==> config.mk <==
export PLATFORM = sky130hd
export DESIGN_NAME = eba_area_ctrl
export DESIGN_NICKNAME = d
export VERILOG_FILES = /design/src/verilog/eba_area_pkg.sv /design/src/verilog/eba_area_ctrl.sv
export VERILOG_INCLUDE_DIRS = /design/src /design/src/verilog
export SDC_FILE = /design/constraint.sdc
export NUM_CORES = 1
export LEC_CHECK = 0
export BUFFER_PORTS_ARGS = -buffer_cell sky130_fd_sc_hd__buf_2
export CAP_MARGIN = 20
export CELL_PAD_IN_SITES_DETAIL_PLACEMENT = 1
export CELL_PAD_IN_SITES_GLOBAL_PLACEMENT = 1
export CORE_MARGIN = 2
export CORE_UTILIZATION = 37
export DETAILED_ROUTE_END_ITERATION = 12
export HOLD_SLACK_MARGIN = 0.06
export PLACE_DENSITY = 0.74
export SYNTH_ARGS = -nofsm -noshare
export SYNTH_HDL_FRONTEND = slang
export SYNTH_SLANG_ARGS = --single-unit
==> constraint.sdc <==
create_clock -name MCLK_I -period 4.75 [get_ports MCLK_I]
set_clock_uncertainty 0.2 [all_clocks]
set_input_delay 0.2375 -clock MCLK_I [delete_from_list [all_inputs] [get_ports MCLK_I]]
set_output_delay 0.2375 -clock MCLK_I [all_outputs]
set_load 0.05 [all_outputs]
==> src/verilog/eba_area_regs.svh <==
// constants of the external bus area logic for the three lowest address areas
`ifndef EBA_AREA_REGS_SVH
`define EBA_AREA_REGS_SVH

// physical address field that picks the 64-Mbyte area
`define EBA_AREA_HI         28
`define EBA_AREA_LO         26
`define EBA_AREA0           3'h0
`define EBA_AREA1           3'h1
`define EBA_AREA2           3'h2

// bus width codes, shared by mode pins, width selects and request size
`define EBA_SZ_BYTE         2'h1
`define EBA_SZ_WORD         2'h2
`define EBA_SZ_LONG         2'h3

// log2 of byte counts
`define EBA_L2_BYTE         2'h0
`define EBA_L2_WORD         2'h1
`define EBA_L2_LONG         2'h2

// area 2 memory kind
`define EBA_MT_NORMAL       2'h0
`define EBA_MT_DRAM         2'h1
`define EBA_MT_SDRAM        2'h2

// area 0 wait code to wait cycles, 0 to 10
`define EBA_A0W_0           4'h0
`define EBA_A0W_1           4'h1
`define EBA_A0W_2           4'h2
`define EBA_A0W_3           4'h3
`define EBA_A0W_4           4'h4
`define EBA_A0W_5           4'h6
`define EBA_A0W_6           4'h8
`define EBA_A0W_7           4'ha

// least burst pitch in cycles
`define EBA_MIN_PITCH       4'h2

// idle levels
`define EBA_CS_IDLE         3'h7
`define EBA_WE_IDLE         4'hf

`endif

==> src/verilog/eba_area_pkg.sv <==
// types of the external bus area logic
package eba_area_pkg;

    // bus cycle sequencer, gray along idle-strobe-gap-done
    typedef enum logic [1:0] {
        EBA_IDLE   = 2'h0,
        EBA_STROBE = 2'h1,
        EBA_GAP    = 2'h3,
        EBA_DONE   = 2'h2
    } eba_state_t;

    // all state of the area controller
    typedef struct packed {
        eba_state_t  st;
        logic [1:0]  boot_w;
        logic        wr;
        logic        burst;
        logic        honor;
        logic        dram;
        logic [1:0]  acc_l2;
        logic [1:0]  bpb_l2;
        logic [1:0]  port_l2;
        logic [1:0]  beats_m1;
        logic [1:0]  beat;
        logic [3:0]  cnt;
        logic [3:0]  pitch;
        logic [3:0]  waits;
        logic [31:0] addr;
        logic [31:0] wdata;
        logic [31:0] rdata;
        logic        err;
        logic [2:0]  cs_n;
        logic        rd_n;
        logic [3:0]  we_n;
        logic [31:0] maddr;
        logic [31:0] dout;
        logic        doe;
    } eba_regs_t;

endpackage

==> src/verilog/eba_area_ctrl.sv <==
// area decode, strobes, waits and little-endian lane steering for areas 0 to 2
`timescale 1ns/1ps
`default_nettype none
`include "eba_area_regs.svh"

module eba_area_ctrl
(
    // clock and reset
    input  wire logic        MCLK_I,
    input  wire logic        SRST_I,
    // mode pins, caught during reset
    input  wire logic        BOOT_WIDTH_PIN_LO_I,
    input  wire logic        BOOT_WIDTH_PIN_HI_I,
    // configuration bits
    input  wire logic [2:0]  AREA0_WAIT_COUNT_I,
    input  wire logic [1:0]  MID_AREAS_WAIT_COUNT_I,
    input  wire logic [1:0]  AREA1_WIDTH_SEL_I,
    input  wire logic [1:0]  AREA2_WIDTH_SEL_I,
    input  wire logic [1:0]  AREA2_MEM_TYPE_I,
    input  wire logic        DYN_MEM_WIDTH_BIT_I,
    // request side
    input  wire logic        REQ_I,
    input  wire logic [31:0] ADDR_I,
    input  wire logic        WRITE_I,
    input  wire logic [1:0]  SIZE_I,
    input  wire logic        BURST_I,
    input  wire logic [31:0] WDATA_I,
    output logic             REQ_READY_O,
    output logic             ACK_O,
    output logic             AREA_ERR_O,
    output logic [31:0]      RDATA_O,
    // external memory side
    output logic             AREA0_SELECT_N_O,
    output logic             AREA1_SELECT_N_O,
    output logic             AREA2_SELECT_N_O,
    output logic             RD_N_O,
    output logic [3:0]       BYTE_WRITE_STROBES_N_O,
    output logic [31:0]      MEM_ADDR_O,
    output logic [31:0]      D_O,
    output logic             D_OE_O,
    input  wire logic [31:0] D_I,
    input  wire logic        WAIT_N_I
);
    import eba_area_pkg::*;

    ////////////////////////////////////////////////////////////////////////////
    // decoding helpers

    // width code to log2 of bytes; the reserved code acts as longword
    function automatic logic [1:0] size_l2(input logic [1:0] code);
        unique case (code)
            `EBA_SZ_BYTE: size_l2 = `EBA_L2_BYTE;
            `EBA_SZ_WORD: size_l2 = `EBA_L2_WORD;
            default:      size_l2 = `EBA_L2_LONG;
        endcase
    endfunction

    // low-bits mask of a power-of-two byte count
    function automatic logic [3:0] bytes_mask(input logic [1:0] l2);
        unique case (l2)
            `EBA_L2_BYTE: bytes_mask = 4'h1;
            `EBA_L2_WORD: bytes_mask = 4'h3;
            default:      bytes_mask = 4'hf;
        endcase
    endfunction

    // area 0 wait code to cycles
    function automatic logic [3:0] area0_waits(input logic [2:0] code);
        unique case (code)
            3'h0:    area0_waits = `EBA_A0W_0;
            3'h1:    area0_waits = `EBA_A0W_1;
            3'h2:    area0_waits = `EBA_A0W_2;
            3'h3:    area0_waits = `EBA_A0W_3;
            3'h4:    area0_waits = `EBA_A0W_4;
            3'h5:    area0_waits = `EBA_A0W_5;
            3'h6:    area0_waits = `EBA_A0W_6;
            default: area0_waits = `EBA_A0W_7;
        endcase
    endfunction

    // byte lane mask to a 32-bit data mask
    function automatic logic [31:0] lane_bits(input logic [3:0] lanes);
        lane_bits = {{8{lanes[3]}}, {8{lanes[2]}}, {8{lanes[1]}}, {8{lanes[0]}}};
    endfunction

    // lane of an address inside its port: none for bytes, bit 0 for words
    function automatic logic [1:0] port_lane(input logic [1:0] a, input logic [1:0] l2);
        unique case (l2)
            `EBA_L2_BYTE: port_lane = 2'h0;
            `EBA_L2_WORD: port_lane = {1'b0, a[0]};
            default:      port_lane = a;
        endcase
    endfunction

    ////////////////////////////////////////////////////////////////////////////
    // state

    eba_regs_t  s_q;          // registered state
    eba_regs_t  s_d;          // next state
    logic [2:0] area;         // decoded area of the incoming request
    logic [1:0] port_sel;     // width code of the addressed port
    logic       load;         // set up the outputs of beat s_d.beat
    logic [1:0] off;          // byte offset of the beat inside the access
    logic [1:0] lane;         // first lane used by the beat
    logic [3:0] strobes;      // lanes used by the beat
    logic [31:0] rd_bytes;    // read bytes of the finishing beat

    ////////////////////////////////////////////////////////////////////////////
    // next-state logic

    // one pass builds the whole next state; the register only copies it
    always_comb
    begin
        s_d      = s_q;
        load     = 1'b0;
        area     = ADDR_I[`EBA_AREA_HI:`EBA_AREA_LO];    // bits 31..29 ignored
        port_sel = s_q.boot_w;                           // area 0 from mode pins
        off      = 2'h0;
        lane     = 2'h0;
        strobes  = 4'h0;
        // bytes of the current beat back in access order
        off      = s_q.beat << s_q.bpb_l2;
        lane     = port_lane(s_q.maddr[1:0], s_q.port_l2);
        strobes  = bytes_mask(s_q.bpb_l2) << lane;
        // lanes outside the beat are masked, so a floating lane
        // cannot leak into the read value
        rd_bytes = ((D_I & lane_bits(strobes)) >> {lane, 3'h0}) << {off, 3'h0};

        unique case (s_q.st)
            // wait for a request and decode it
            EBA_IDLE:
            begin
                if (REQ_I)
                begin
                    // request and config are caught here, so a later input
                    // change cannot reshape a cycle already on the pins
                    s_d.addr   = ADDR_I;
                    s_d.wr     = WRITE_I;
                    s_d.wdata  = WDATA_I;
                    s_d.rdata  = 32'h0;
                    s_d.acc_l2 = size_l2(SIZE_I);
                    s_d.beat   = 2'h0;
                    s_d.honor  = 1'b1;
                    s_d.dram   = 1'b0;
                    s_d.burst  = 1'b0;
                    unique case (area)
                        `EBA_AREA0:
                        begin
                            s_d.waits = area0_waits(AREA0_WAIT_COUNT_I);
                            s_d.burst = BURST_I & ~WRITE_I;
                        end
                        `EBA_AREA1:
                        begin
                            port_sel  = AREA1_WIDTH_SEL_I;
                            s_d.waits = {2'h0, MID_AREAS_WAIT_COUNT_I};
                        end
                        `EBA_AREA2:
                        begin
                            port_sel  = AREA2_WIDTH_SEL_I;
                            s_d.waits = {2'h0, MID_AREAS_WAIT_COUNT_I};
                            if (AREA2_MEM_TYPE_I == `EBA_MT_DRAM)
                            begin
                                port_sel  = `EBA_SZ_WORD;
                                s_d.honor = 1'b0;
                                s_d.dram  = 1'b1;
                            end
                            else if (AREA2_MEM_TYPE_I == `EBA_MT_SDRAM)
                            begin
                                // long unless software misprograms the bit
                                port_sel  = DYN_MEM_WIDTH_BIT_I ? `EBA_SZ_LONG
                                                                : `EBA_SZ_WORD;
                                s_d.honor = 1'b0;
                                s_d.dram  = 1'b1;
                            end
                        end
                        default:
                        begin
                            s_d.waits = 4'h0;
                        end
                    endcase
                    s_d.port_l2 = size_l2(port_sel);
                    // beat size is the narrower of access and port
                    s_d.bpb_l2   = (s_d.acc_l2 < s_d.port_l2) ? s_d.acc_l2 : s_d.port_l2;
                    // a narrow port splits the access into 2 or 4 beats
                    s_d.beats_m1 = 2'((3'h1 << (s_d.acc_l2 - s_d.bpb_l2)) - 3'h1);
                    s_d.pitch    = (s_d.waits < `EBA_MIN_PITCH) ? `EBA_MIN_PITCH
                                                                : s_d.waits;
                    if (area > `EBA_AREA2)
                    begin
                        // outside this block: no bus cycle, flag it
                        // no select is raised, so the far side never sees it
                        s_d.err = 1'b1;
                        s_d.st  = EBA_DONE;
                    end
                    else
                    begin
                        s_d.cs_n = ~(3'h1 << area);
                        s_d.st   = EBA_STROBE;
                        load     = 1'b1;
                    end
                end
            end
            // strobes active, count waits then honour the wait input, except for dram kinds
            EBA_STROBE:
            begin
                // programmed waits run first; the wait input is read only
                // after them, so it stretches a cycle and never shortens it
                if (s_q.cnt != 4'h0)
                begin
                    s_d.cnt = s_q.cnt - 4'h1;
                end
                else if (!s_q.honor || WAIT_N_I)
                begin
                    // read data is taken on the last strobe cycle, once settled
                    if (!s_q.wr)
                    begin
                        s_d.rdata = s_q.rdata | rd_bytes;
                    end
                    if (s_q.burst && (s_q.beat != s_q.beats_m1))
                    begin
                        // burst beats follow back to back at the pitch
                        s_d.beat = s_q.beat + 2'h1;
                        load     = 1'b1;
                    end
                    else
                    begin
                        s_d.rd_n = 1'b1;
                        s_d.we_n = `EBA_WE_IDLE;
                        s_d.st   = EBA_GAP;
                    end
                end
            end
            // strobes released, select held; next beat or finish
            EBA_GAP:
            begin
                // the gap gives slow parts turn-off time between beats
                if (s_q.beat != s_q.beats_m1)
                begin
                    s_d.beat = s_q.beat + 2'h1;
                    s_d.st   = EBA_STROBE;
                    load     = 1'b1;
                end
                else
                begin
                    s_d.cs_n = `EBA_CS_IDLE;
                    s_d.doe  = 1'b0;
                    s_d.st   = EBA_DONE;
                end
            end
            // one-cycle acknowledge
            EBA_DONE:
            begin
                s_d.err = 1'b0;
                s_d.st  = EBA_IDLE;
            end
        endcase

        // drive address, lanes and strobes of the beat being set up
        if (load)
        begin
            off       = s_d.beat << s_d.bpb_l2;
            s_d.maddr = s_d.addr + {30'h0, off};
            lane      = port_lane(s_d.maddr[1:0], s_d.port_l2);
            strobes   = bytes_mask(s_d.bpb_l2) << lane;
            // only the used lanes carry data
            s_d.dout  = ((s_d.wdata >> {off, 3'h0}) << {lane, 3'h0}) & lane_bits(strobes);
            // the data pins are driven only for writes
            s_d.doe   = s_d.wr;
            // dram kinds keep the normal strobes idle
            s_d.we_n  = (s_d.wr && !s_d.dram) ? ~strobes : `EBA_WE_IDLE;
            s_d.rd_n  = s_d.wr | s_d.dram;
            // later burst beats last the pitch: the count plus the closing cycle
            s_d.cnt   = (s_d.burst && s_d.beat != 2'h0) ? s_d.pitch - 4'h1
                                                        : s_d.waits;
        end

        // synchronous reset; mode pins are caught while it is held
        if (SRST_I)
        begin
            // every pin goes idle, so nothing is selected while
            // the mode pins settle
            s_d        = '0;
            s_d.st     = EBA_IDLE;
            s_d.boot_w = {BOOT_WIDTH_PIN_HI_I, BOOT_WIDTH_PIN_LO_I};
            s_d.cs_n   = `EBA_CS_IDLE;
            s_d.rd_n   = 1'b1;
            s_d.we_n   = `EBA_WE_IDLE;
        end
    end

    ////////////////////////////////////////////////////////////////////////////
    // state register

    // no reset term here, the next-state logic already folds it in
    always_ff @(posedge MCLK_I)
    begin
        s_q <= s_d;
    end

    ////////////////////////////////////////////////////////////////////////////
    // outputs

    // the pins change only on the clock, so the far side never
    // sees a glitch on a select or a strobe
    // handshakes straight from the state, data from flops
    assign REQ_READY_O            = (s_q.st == EBA_IDLE);
    assign ACK_O                  = (s_q.st == EBA_DONE);
    assign AREA_ERR_O             = s_q.err;
    assign RDATA_O                = s_q.rdata;
    assign AREA0_SELECT_N_O       = s_q.cs_n[0];
    assign AREA1_SELECT_N_O       = s_q.cs_n[1];
    assign AREA2_SELECT_N_O       = s_q.cs_n[2];
    assign RD_N_O                 = s_q.rd_n;
    assign BYTE_WRITE_STROBES_N_O = s_q.we_n;
    assign MEM_ADDR_O             = s_q.maddr;
    assign D_O                    = s_q.dout;
    assign D_OE_O                 = s_q.doe;

endmodule
`default_nettype wire

==> results.tsv <==
metric	value	unit
io pins	226	
routability cong.	0.913	
CTS tree	done	
row cnt	63	
final WL	39100	um
R2R cell count	17	
Final ANT Viol Nets	0	
die width	177	um
RR Startpoint	s_q[197]	
Die Area	31400	um^2
# fillers	3633	
Max Freq	224	MHz
unrepaired setup endpoints after global routing	false	
Flop pwr share	39.1	%
port bufs	225	
Yosys warning total	0	
share of layout cells above drive strength 1	21.7	%
# setup viols final	0	
Final TNS setup	0	ps
Nets	1727	
top post-synthesis cells by count	nand2_1, dfxtp_1, nor2_1, buf_4, a21oi_1	
hold wc startpoint	AREA0_WAIT_COUNT_I[2]	
met3 WL	2120	um
WP buf/inv	6	
Top Layer Used	met4	
wire length on met2	18400	um
Worst path slowest cell	dlygate4sd3_1	
Final min period	4470	ps
slowest stage delay, CP	530	ps
CP arrival	4630	ps
Area after DPL	12100	um^2
Clock Latency Late Sink	450	ps
Worst Hold Path Cells	4	
switch share	36.5	%
detailed-route DRC error count	0	
Critical Path Sink Type	flop	
grt ovf	0	
LEAKAGE	5.64	nW
final instance area	13500	um^2
Final Hold Fails	0	
clk sink count	198	
H-tree depth	4	
async set or reset register ratio after synthesis	0	%
final total power	4.66	mW
first-pass GRT wire length	59900	um
routed len/inst	19.6	um
Core Footprint	29600	um^2
Final Slew Violations	0	
Post-Syn Instances	1408	
CTS Buffer Depth	2	
FF+latch count, synth	198	
vias in the first global route	10800	
final worst setup slack	277	ps
Reg clk slew, reported paths	70	ps
outcome	finished, final reports clean	
syn_area_per_cell	7.87	um^2
Mapped Area	11100	um^2
GRT Resource Usage Total	24.3	%
Crit path required time	4910	ps
synth-to-layout area growth	21.9	%
WHS	72.5	ps
Diodes inserted	0	
Pint	2.96	mW
Crit path max-delay family	simple AND/OR/NAND/NOR gates	
pwr dens	345	nW/um^2
clock share of power	32.7	%
largest net degree at the start of global routing	59	
Crit Path Class	input pin to flop	
Comb power frac	28.2	%
Setup Fix Bufs, Post-CTS	0	
Layout Cells excl Fill	1999	
Iter 0 DRT Violations	634	
Die H	177	um
number of synthesized flops with an enable pin	2	
initial core utilization	37.5	%
Synth Flop Type	dfxtp_1	
Sequential Area	3980	um^2
setup slack, reg-to-reg	620	ps
syn_nets	1539	
Hold Crit Endpoint	s_q[175]	
largest cells by area after synthesis	dfxtp_1, buf_4, nand2_1, mux2i_1, nor2_1	
Psw	1.70	mW
MaxCap Viol Count	0	
Rel. slew slack	27.4	%
initial antenna violation count	0	
crit-path cells	dlygate4sd3_1 > buf_2 > a21o_1 > nor2_1 > o22ai_1 > ha_1 > inv_1 > ha_1 > nor2_1 > o22ai_2 > a22o_1 > buf_4 > o31ai_4 > nand2_2 > fa_2 > nor2b_4 > buf_4 > nor3_4 > inv_1 > or3_1 > o21ai_0	
Worst Hold Class	input pin to flop	
fin crit share	94.2	%
multi-input logic area	6030	um^2
post-synth cell types	75	
Final Core Density	45.7	%
via count	11000	
dpl cells	1889	
WL met1	17800	um
Worst Path Max Fanout	7	
capture point of the worst reg-to-reg path	D_O[10]	
largest area contributor in the netlist	dfxtp_1	
sequential area share after synthesis	35.9	%
measured slew at the worst slew-check pin	1080	ps
Setup WS pre-CTS	-63.6	ps
TritonCTS Buffers	17	
vias per cell	5.53	
CP startpoint kind	input pin	
first drt pass iteration count	6	
most common cell in the netlist	nand2_1	
top-area cell type share of the netlist area	35.4	%
Root Buffer	clkbuf_16	
HPWL Detailed	28300	um
peak supply drop	194	uV
-- cells in the final DEF, fill, tap and decap left out, types with 25 or more instances in the layout --
cell           count
buf_2            224
nand2_1          205
dfxtp_1          196
nor2_1           172
a21oi_1           95
dlygate4sd3_1     76
mux2i_1           72
buf_4             56
o21ai_0           53
a31oi_1           36
o22ai_1           28
a22oi_1           28
a221oi_1          25
-- power by group through the flow --
stage / logic (mW) / registers (mW) / clock network (mW)
2_1_floorplan: 0.876 / 1.85 / 0
3_3_place_gp: 1.21 / 1.86 / 0
3_5_place_dp: 1.24 / 1.86 / 0
4_1_cts: 1.29 / 1.82 / 1.55
5_1_grt: 1.42 / 1.84 / 1.62
6_report: 1.32 / 1.83 / 1.52
-- worst max-delay path by stage --
stage	from	end	slack, ps	depth (start not counted)
6_report	ADDR_I[28]	D_O[10]	280	21
5_1_grt	ADDR_I[28]	MEM_ADDR_O[25]	8	22
3_5_place_dp	AREA2_MEM_TYPE_I[0]	D_O[10]	-60	21
4_1_cts	ADDR_I[28]	D_O[10]	170	20
2_1_floorplan	ADDR_I[26]	D_O[10]	10	19
3_3_place_gp	AREA2_MEM_TYPE_I[0]	D_O[9]	80	21
-- per-layer routing --
metal | up-vias | track usage (%)
met1 | 5418 | 31.7
met4 | 0 | 6.96
met2 | 318 | 41.0
met3 | 39 | 4.40
li1 | 5273 | -
met5 | - | 0
-- area by class of cell --
cell class / count / share of cell area (%)
multi-input cells: 1003 / 44.6
flip-flops and latches: 198 / 29.5
repair buffers: 357 / 17.2
well taps: 390 / 3.61
clock buffers: 18 / 3.25
clock inverters: 14 / 1.31
inverters: 19 / 0.537
-- logic make-up (layout without fill, tap and decap cells) --
logic type	count (synthesis)	in the layout	share of synthesized area, %
AOI/OAI and AO/OA	352	352	21.0
xor gates and xnor gates	28	28	2.28
adders and majority gates	13	13	1.53
buffers and inverters	207	408	10.8
DFF	198	198	35.9
muxes	73	73	6.60
and+or+nand+nor	537	537	21.9
-- worst reg2reg max path: cells and delay by family (launching register included) --
kind | cells | cell delay, ps
DFF | 1 | 390
buffers and inverters | 4 | 480
AOI/OAI and AO/OA | 5 | 850
adders and majority gates | 3 | 1120
and+or+nand+nor | 5 | 1010
-- registers in the layout, summed over array words and instances, names as in the netlist --
signal and flops:
s_q 92, D_O 32, MEM_ADDR_O 32, RDATA_O 32
BYTE_WRITE_STROBES_N_O 4, AREA0_SELECT_N_O 1, AREA1_SELECT_N_O 1, AREA2_SELECT_N_O 1
AREA_ERR_O 1, D_OE_O 1, RD_N_O 1
-- timing repair --
action,4_1_cts,5_1_grt
endpoints found under the setup margin,0,19
hold buffers,76,0
endpoints found under the hold margin,83,0
gates resized for setup,0,7
(Power assumes the default switching activity.)
